**config.mk**
```make
export PLATFORM = sky130hd
export DESIGN_NAME = rpfs_status
export DESIGN_NICKNAME = d
export VERILOG_FILES = /design/src/shared/rpfs_pkg.sv /design/src/hw/rpfs_status.sv
export VERILOG_INCLUDE_DIRS = /design/src /design/src/shared
export SDC_FILE = /design/constraint.sdc
export NUM_CORES = 1
export LEC_CHECK = 0
export BUFFER_PORTS_ARGS = -buffer_cell sky130_fd_sc_hd__buf_2
export CORE_AREA = 2 2 176 178
export CTS_CLUSTER_DIAMETER = 40
export DETAILED_ROUTE_END_ITERATION = 10
export DIE_AREA = 0 0 178 180
export PLACE_DENSITY = 0.54
export SLEW_MARGIN = 40
export SYNTH_ARGS = -nofsm -noshare
export SYNTH_HDL_FRONTEND = slang
export SYNTH_SLANG_ARGS = --single-unit
```
**constraint.sdc**
```tcl
create_clock -name i_clk -period 4.1 [get_ports i_clk]
set_input_delay 0.205 -clock i_clk [delete_from_list [all_inputs] [get_ports i_clk]]
set_output_delay 0.205 -clock i_clk [all_outputs]
set_load 0.05 [all_outputs]
```
**src/shared/rpfs_params.svh**
```systemverilog
// offsets, field positions, reset values and counts for the rx status block
`ifndef RPFS_PARAMS_SVH
`define RPFS_PARAMS_SVH

// ****************************************************************
// register byte offsets
// ****************************************************************
`define RPFS_OFF_CTRL 12'h000
`define RPFS_OFF_STATUS 12'h004
`define RPFS_OFF_LANE_STICKY 12'h008

// ****************************************************************
// field positions
// ****************************************************************
`define RPFS_CTRL_PARITY_EN_BIT 0
`define RPFS_CTRL_W1C_ALL_BIT 1
`define RPFS_STAT_SELF_BIT 0
`define RPFS_STAT_PARTNER_BIT 1
`define RPFS_STAT_EXCESS_BIT 2
`define RPFS_STAT_ALIGNED_BIT 3

// ****************************************************************
// reset values
// ****************************************************************
`define RPFS_CTRL_RESET 32'h00000001

// ****************************************************************
// partner fault detection counts
// ****************************************************************
`define RPFS_LF_THRESH 3'h4
`define RPFS_COL_WINDOW 8'h80

`endif

```
**src/shared/rpfs_pkg.sv**
```systemverilog
// types for the rx fault and lane parity status block
package rpfs_pkg;

  // one lane marker compare, presented for one cycle per marker
  typedef struct packed {
    logic valid;
    logic [7:0] rx_check;
    logic [7:0] calc_check;
  } rpfs_lane_t;

  // receive pcs condition inputs
  typedef struct packed {
    logic tx_test_pattern;
    logic lanes_aligned;
    logic ber_high;
    logic col_valid;
    logic lf_word;
  } rpfs_pcs_t;

  // partner fault detector, gray along idle-count-fault
  typedef enum logic [1:0] {
    RPFS_ST_IDLE = 2'h0,
    RPFS_ST_COUNT = 2'h1,
    RPFS_ST_FAULT = 2'h3
  } rpfs_state_t;

endpackage

```
**src/hw/rpfs_status.sv**
```systemverilog
// rx pcs fault, lane parity and excess error rate status with apb registers
`timescale 1ns/1ps
`include "rpfs_params.svh"

// Overview of operation
// self fault high while test pattern, misalignment or high error rate holds
// partner fault high once enough partner fault words arrive, while persisting
// lane parity error when received marker check byte differs from computed
// each lane error is a single cycle pulse, back to back allowed
// one independent parity error output per lane, lanes 0 through 19
// excess error rate flag is a level, high while error rate too high
// excess error rate flag usable directly as management status bit 3.32.1
// all status outputs synchronous to rx clock and low during reset
module rpfs_status #(
  parameter int LANES = 20
) (
  input wire logic i_clk,                        // rx clock
  input wire logic i_reset,                      // async reset, high
  input wire rpfs_pkg::rpfs_pcs_t i_pcs,         // pcs conditions
  input wire rpfs_pkg::rpfs_lane_t i_lane [LANES], // marker compares
  input wire logic i_psel,                       // apb select
  input wire logic i_penable,                    // apb enable
  input wire logic i_pwrite,                     // apb write
  input wire logic [11:0] i_paddr,               // apb byte address
  input wire logic [31:0] i_pwdata,              // apb write data
  output logic [31:0] o_prdata,                  // apb read data
  output logic o_pready,                         // apb ready
  output logic o_pslverr,                        // apb error
  output logic o_self_fault,                     // local fault level
  output logic o_partner_fault,                  // partner fault level
  output logic [LANES-1:0] o_lane_parity_err,    // per lane pulses
  output logic o_rx_excess_error_rate_flag       // high error rate level
);
  import rpfs_pkg::*;

  // elaboration check on lane count
  if (LANES < 1 || LANES > 32) begin : g_bad_lanes
    $error("rpfs_status: LANES must be 1 to 32");
  end

  // ****************************************************************
  // fault and error rate levels
  // ****************************************************************
  logic self_fault_ff;
  logic nxt_self_fault;
  logic excess_ff;
  logic nxt_excess;

  always_comb begin
    // local fault causes
    nxt_self_fault = i_pcs.tx_test_pattern | ~i_pcs.lanes_aligned |
                     i_pcs.ber_high;
    // level error rate flag
    nxt_excess = i_pcs.ber_high;
  end

  // reset clears levels
  always_ff @(posedge i_clk or posedge i_reset) begin
    if (i_reset) begin
      self_fault_ff <= 1'b0;
      excess_ff <= 1'b0;
    end else begin
      self_fault_ff <= nxt_self_fault;
      excess_ff <= nxt_excess;
    end
  end

  // ****************************************************************
  // partner fault detector
  // ****************************************************************
  rpfs_state_t state_ff;
  rpfs_state_t nxt_state;
  logic [2:0] lf_cnt_ff;
  logic [2:0] nxt_lf_cnt;
  logic [7:0] col_cnt_ff;
  logic [7:0] nxt_col_cnt;
  logic partner_ff;
  logic nxt_partner;

  // count fault words within a column window
  always_comb begin
    nxt_state = state_ff;
    nxt_lf_cnt = lf_cnt_ff;
    nxt_col_cnt = col_cnt_ff;
    case (state_ff)
      RPFS_ST_IDLE: begin
        if (i_pcs.col_valid && i_pcs.lf_word) begin
          nxt_state = RPFS_ST_COUNT;
          nxt_lf_cnt = 3'h1;
          nxt_col_cnt = 8'h00;
        end
      end
      RPFS_ST_COUNT: begin
        if (i_pcs.col_valid && i_pcs.lf_word) begin
          nxt_lf_cnt = lf_cnt_ff + 3'h1;
          nxt_col_cnt = 8'h00;
          if (lf_cnt_ff + 3'h1 >= `RPFS_LF_THRESH) begin
            nxt_state = RPFS_ST_FAULT;
          end
        end else if (i_pcs.col_valid) begin
          nxt_col_cnt = col_cnt_ff + 8'h01;
          if (col_cnt_ff + 8'h01 >= `RPFS_COL_WINDOW) begin
            nxt_state = RPFS_ST_IDLE;
            nxt_lf_cnt = 3'h0;
          end
        end
      end
      RPFS_ST_FAULT: begin
        if (i_pcs.col_valid && i_pcs.lf_word) begin
          nxt_col_cnt = 8'h00;
        end else if (i_pcs.col_valid) begin
          nxt_col_cnt = col_cnt_ff + 8'h01;
          if (col_cnt_ff + 8'h01 >= `RPFS_COL_WINDOW) begin
            nxt_state = RPFS_ST_IDLE;
            nxt_lf_cnt = 3'h0;
          end
        end
      end
      default: begin
        nxt_state = RPFS_ST_IDLE;
        nxt_lf_cnt = 3'h0;
        nxt_col_cnt = 8'h00;
      end
    endcase
    // flag follows fault state
    nxt_partner = (nxt_state == RPFS_ST_FAULT);
  end

  always_ff @(posedge i_clk or posedge i_reset) begin
    if (i_reset) begin
      state_ff <= RPFS_ST_IDLE;
      lf_cnt_ff <= 3'h0;
      col_cnt_ff <= 8'h00;
      partner_ff <= 1'b0;
    end else begin
      state_ff <= nxt_state;
      lf_cnt_ff <= nxt_lf_cnt;
      col_cnt_ff <= nxt_col_cnt;
      partner_ff <= nxt_partner;
    end
  end

  // ****************************************************************
  // lane parity compare
  // ****************************************************************
  logic [31:0] ctrl_ff;
  logic [LANES-1:0] lane_err_ff;
  logic [LANES-1:0] nxt_lane_err;

  // one compare per lane
  for (genvar g = 0; g < LANES; g++) begin : g_lane
    always_comb begin
      // mismatch flags error
      nxt_lane_err[g] = ctrl_ff[`RPFS_CTRL_PARITY_EN_BIT] &
                        i_lane[g].valid &
                        (i_lane[g].rx_check != i_lane[g].calc_check);
    end
  end

  // one cycle per marker
  always_ff @(posedge i_clk or posedge i_reset) begin
    if (i_reset) begin
      lane_err_ff <= '0;
    end else begin
      lane_err_ff <= nxt_lane_err;
    end
  end

  // ****************************************************************
  // apb registers
  // ****************************************************************
  logic [31:0] nxt_ctrl;
  logic [LANES-1:0] sticky_ff;
  logic [LANES-1:0] nxt_sticky;
  logic pready_ff;
  logic nxt_pready;
  logic pslverr_ff;
  logic nxt_pslverr;
  logic [31:0] prdata_ff;
  logic [31:0] nxt_prdata;
  logic wr_take;
  logic mapped;
  logic [31:0] status_word;
  logic [31:0] sticky_word;

  always_comb begin
    wr_take = i_psel & i_penable & pready_ff & i_pwrite;
    mapped = (i_paddr == `RPFS_OFF_CTRL) | (i_paddr == `RPFS_OFF_STATUS) |
             (i_paddr == `RPFS_OFF_LANE_STICKY);
    status_word = 32'h00000000;
    status_word[`RPFS_STAT_SELF_BIT] = self_fault_ff;
    status_word[`RPFS_STAT_PARTNER_BIT] = partner_ff;
    // management status source
    status_word[`RPFS_STAT_EXCESS_BIT] = excess_ff;
    status_word[`RPFS_STAT_ALIGNED_BIT] = i_pcs.lanes_aligned;
    sticky_word = 32'h00000000;
    sticky_word[LANES-1:0] = sticky_ff;
    nxt_ctrl = ctrl_ff;
    if (wr_take && i_paddr == `RPFS_OFF_CTRL) begin
      nxt_ctrl = i_pwdata & 32'h00000003;
    end
    // write one clears, new errors win
    nxt_sticky = sticky_ff;
    if (wr_take && i_paddr == `RPFS_OFF_LANE_STICKY) begin
      nxt_sticky = sticky_ff & ~i_pwdata[LANES-1:0];
    end
    if (wr_take && i_paddr == `RPFS_OFF_CTRL &&
        i_pwdata[`RPFS_CTRL_W1C_ALL_BIT]) begin
      nxt_sticky = '0;
    end
    nxt_sticky = nxt_sticky | lane_err_ff;
    nxt_pready = i_psel & i_penable & ~pready_ff;
    nxt_pslverr = nxt_pready & ~mapped;
    nxt_prdata = 32'h00000000;
    if (nxt_pready && !i_pwrite) begin
      case (i_paddr)
        `RPFS_OFF_CTRL: nxt_prdata = ctrl_ff;
        `RPFS_OFF_STATUS: nxt_prdata = status_word;
        `RPFS_OFF_LANE_STICKY: nxt_prdata = sticky_word;
        default: nxt_prdata = 32'h00000000;
      endcase
    end
  end

  always_ff @(posedge i_clk or posedge i_reset) begin
    if (i_reset) begin
      ctrl_ff <= `RPFS_CTRL_RESET;
      sticky_ff <= '0;
      pready_ff <= 1'b0;
      pslverr_ff <= 1'b0;
      prdata_ff <= 32'h00000000;
    end else begin
      ctrl_ff <= nxt_ctrl;
      sticky_ff <= nxt_sticky;
      pready_ff <= nxt_pready;
      pslverr_ff <= nxt_pslverr;
      prdata_ff <= nxt_prdata;
    end
  end

  // outputs straight from flops
  always_comb begin
    o_self_fault = self_fault_ff;
    o_partner_fault = partner_ff;
    o_lane_parity_err = lane_err_ff;
    o_rx_excess_error_rate_flag = excess_ff;
    o_prdata = prdata_ff;
    o_pready = pready_ff;
    o_pslverr = pslverr_ff;
  end

endmodule // rpfs_status

```
==> impl_metrics.yaml <==
outcome:
  outcome: "finished clean"
setup_path:
  endpoint_kind: "register"
  crit_fanout: 16
  r2r.worst_path.cells: 3
  start_kind: "register"
  worst-endpoint-required_ns: 4.37
  worst_ep_arrival_time_ns: 2.03
  critPathKind: "register to register"
global_route:
  grt_start_max_net_pins: 54
  first_pass_grt_wire_length_um: 28800
  via_count_of_the_first_global_routing_pass: 5368
  grt-ovfl-total: 0
  grt_antenna_before_repair: 1
  grtUsageTotal: 0.119
synthesis:
  ys_ff_latch: 80
  synth.yosys.seq_area_share: 0.391
  async_flop_share: 1.00
  synth-edff-count: 0
  synth.largest_area_cell: "sky130_fd_sc_hd__dfrtp_1"
  synth_area_leaders: "sky130_fd_sc_hd__dfrtp_1 39%, sky130_fd_sc_hd__xor2_1 28%, sky130_fd_sc_hd__nor4_1 5.0%, sky130_fd_sc_hd__a21oi_1 4.1%, sky130_fd_sc_hd__nand2b_1 2.8%"
  synth-main-ff-cell: "sky130_fd_sc_hd__dfrtp_1"
  post_synth_instance_area_mm2: 0.00512
  synth.avg_cell_area_um2: 9.58
  synth_largest_type_area_fraction: 0.386
  synth_cell_types: 52
  synthesis.yosys.warnings: 0
  synth_cells: 535
route:
  drtIter0Drc: 190
  wire_per_inst_um: 14.2
  route.detailed.drc: 0
  drtPass1Iterations: 4
  finalWirelength_um: 19400
  via_per_inst: 3.90
  antenna_violating_nets_post_route: 0
  via_count: 5330
timing:
  finClkSkew_ns: 0.00717
  fmaxAchievable_ghz: 0.569
  slew_headroom: 0.490
  setup-violations-final: 0
  timing_worst_slew_pin_value_ns: 0.763
  timing.final.hold_violations: 0
  setup-tns-final_ns: 0
  period_needed_ns: 1.76
  final_max_slew_violation_count: 0
  setup_repair_after_global_routing_missed_its_margin: "false"
  period_share: 0.429
placement:
  detailed_placer_s_ending_hpwl_um: 16100
  place.gp.congestion: 0.867
  placed_cell_count: 1346
  buffer_ports.inserted: 426
cells_and_area:
  nFillCells: 3295
  nets: 1359
  final_cells: 1365
  post_route_cells_drive_above_1_share: 0.473
  areaGrowthSynthToFinish_pct: 56.3
die:
  initial_core_util: 0.170
  floorplan.die_area_mm2: 0.0320
  rows: 64
  die_w_um: 178
  design.core.area_mm2: 0.0302
  chipHeight_um: 180
  io_pins: 451
min_path:
  hold_path_class: "input pin to register"
  min_path_cells: 2
power:
  cellLeakagePower_nw: 4.31
  power.ir.vdd_worst_uv: 179
  post-layout-total-power_mw: 2.24
  power_density_mw_per_mm2: 279
cts:
  cts_root_buffer: "sky130_fd_sc_hd__clkbuf_16"
  path_clk_slew_ns: 0.06
  cts.sink_count: 80
  tritoncts: "yes"
  cts.htree.levels: 3
  insertion_delay_ns: 0.34
  clock_buffer_depth: 2
  cts_inserted_buffers: 9
  cts_resized: 0
flow_run:
  cap_violations: 0
==> kinds of logic after synthesis <==
group / after synthesis / synth area share
xor gates and xnor gates: 162 / 0.277
and+or+nand+nor: 161 / 0.181
AOI/OAI and AO/OA: 92 / 0.101
DFF: 80 / 0.391
buffers and inverters: 33 / 0.0369
muxes: 4 / 0.00830
adders and majority gates: 2 / 0.00488
other: 1 / 0.000732
==> worst paths after layout <==
kind,startpoint,to,slack [ns]
max,o_pready,o_prdata[5],2.34
min,i_pcs[3],o_self_fault,0.05
max reg2reg,o_pready,o_prdata[5],2.34
min reg2reg,o_lane_parity_err[15],sticky_ff[15],0.45
max in group asynchronous,i_reset,o_self_fault,2.81
min in group asynchronous,i_reset,o_prdata[14],0.49
==> critical path, cell delays in order (launching register included) <==
cell and delay [ns]:
sky130_fd_sc_hd__dfrtp_1 0.40, sky130_fd_sc_hd__or3_4 0.41, sky130_fd_sc_hd__nor3_4 0.66, sky130_fd_sc_hd__and2_1 0.23
==> synthesized netlist by cell type, types with 5 or more instances <==
library cell,count
sky130_fd_sc_hd__inv_1,8
sky130_fd_sc_hd__buf_4,13
sky130_fd_sc_hd__nand2_1,36
sky130_fd_sc_hd__a21oi_1,42
sky130_fd_sc_hd__dfrtp_1,79
sky130_fd_sc_hd__nor2_1,15
sky130_fd_sc_hd__nor4_1,41
sky130_fd_sc_hd__buf_2,5
sky130_fd_sc_hd__o21ai_0,26
sky130_fd_sc_hd__xor2_1,161
sky130_fd_sc_hd__and2_1,18
sky130_fd_sc_hd__nand2b_1,23
==> area by class of cell <==
class / count / area, um2 / share of cell area
inverters: 8 / 35.0 / 0.00438
clock buffers: 13 / 250 / 0.0313
diodes: 1 / 2.50 / 0.000313
clock inverters: 3 / 65.1 / 0.00813
well taps: 396 / 495 / 0.0619
flip-flops and latches: 80 / 2000 / 0.250
multi-input cells: 433 / 2980 / 0.372
repair buffers: 431 / 2170 / 0.272
==> power breakdown <==
group          switching [mW]  internal, mW
sequential             0.0254         0.813
combinational           0.272         0.252
clock                   0.323         0.550
==> metrics by stage <==
step	setup WS, ns	area (um2)	hold slack (ns)	util
final	2.34	8010	0.0532	0.265
after global routing	2.23	8010	0.0499	0.265
after CTS	2.28	7990	0.0213	0.265
after detailed placement	2.29	7670	0.340	0.254
after global placement	2.08	7660	0.333	0.254
after floorplan	1.84	5160	0.236	-
==> registers in the layout (all words and copies together) (netlist names) <==
name and count:
ctrl_ff 2, o_lane_parity_err 20, state_ff 2, o_rx_excess_error_rate_flag 1
lf_cnt_ff 3, sticky_ff 20, o_partner_fault 1, o_pready 1
o_self_fault 1, col_cnt_ff 8, o_pslverr 1, o_prdata 20
==> layout by cell type (no fill, tap or decap), drive strengths merged, types with 3 or more instances in the layout <==
cell | synthesis | layout
buf | 20 | 429
xor2 | 161 | 161
dfrtp | 79 | 79
nor4 | 43 | 43
a21oi | 42 | 42
nand2 | 37 | 37
o21ai | 29 | 29
nand2b | 23 | 23
and2 | 18 | 18
nor2 | 15 | 15
clkbuf | 5 | 13
conb | 1 | 12
inv | 8 | 8
nand3 | 5 | 5
nor3 | 5 | 5
nand4 | 4 | 4
nor2b | 4 | 4
a31oi | 3 | 3
==> timing repair <==
item,in CTS,in global routing
endpoints found under the setup margin,0,0
hold buffers,1,1
setup buffers,0,0
endpoints found under the hold margin,1,51
==> per-layer routing <==
| layer | GRT usage | vias up | wire, um |
|---|---|---|---|
| met5 | 0 | - | 0 |
| met4 | 0.0292 | 0 | 244 |
| li1 | - | 2666 | - |
| met1 | 0.142 | 2424 | 7840 |
| met3 | 0.0228 | 14 | 1290 |
| met2 | 0.215 | 226 | 10100 |
(Power assumes the default switching activity.)
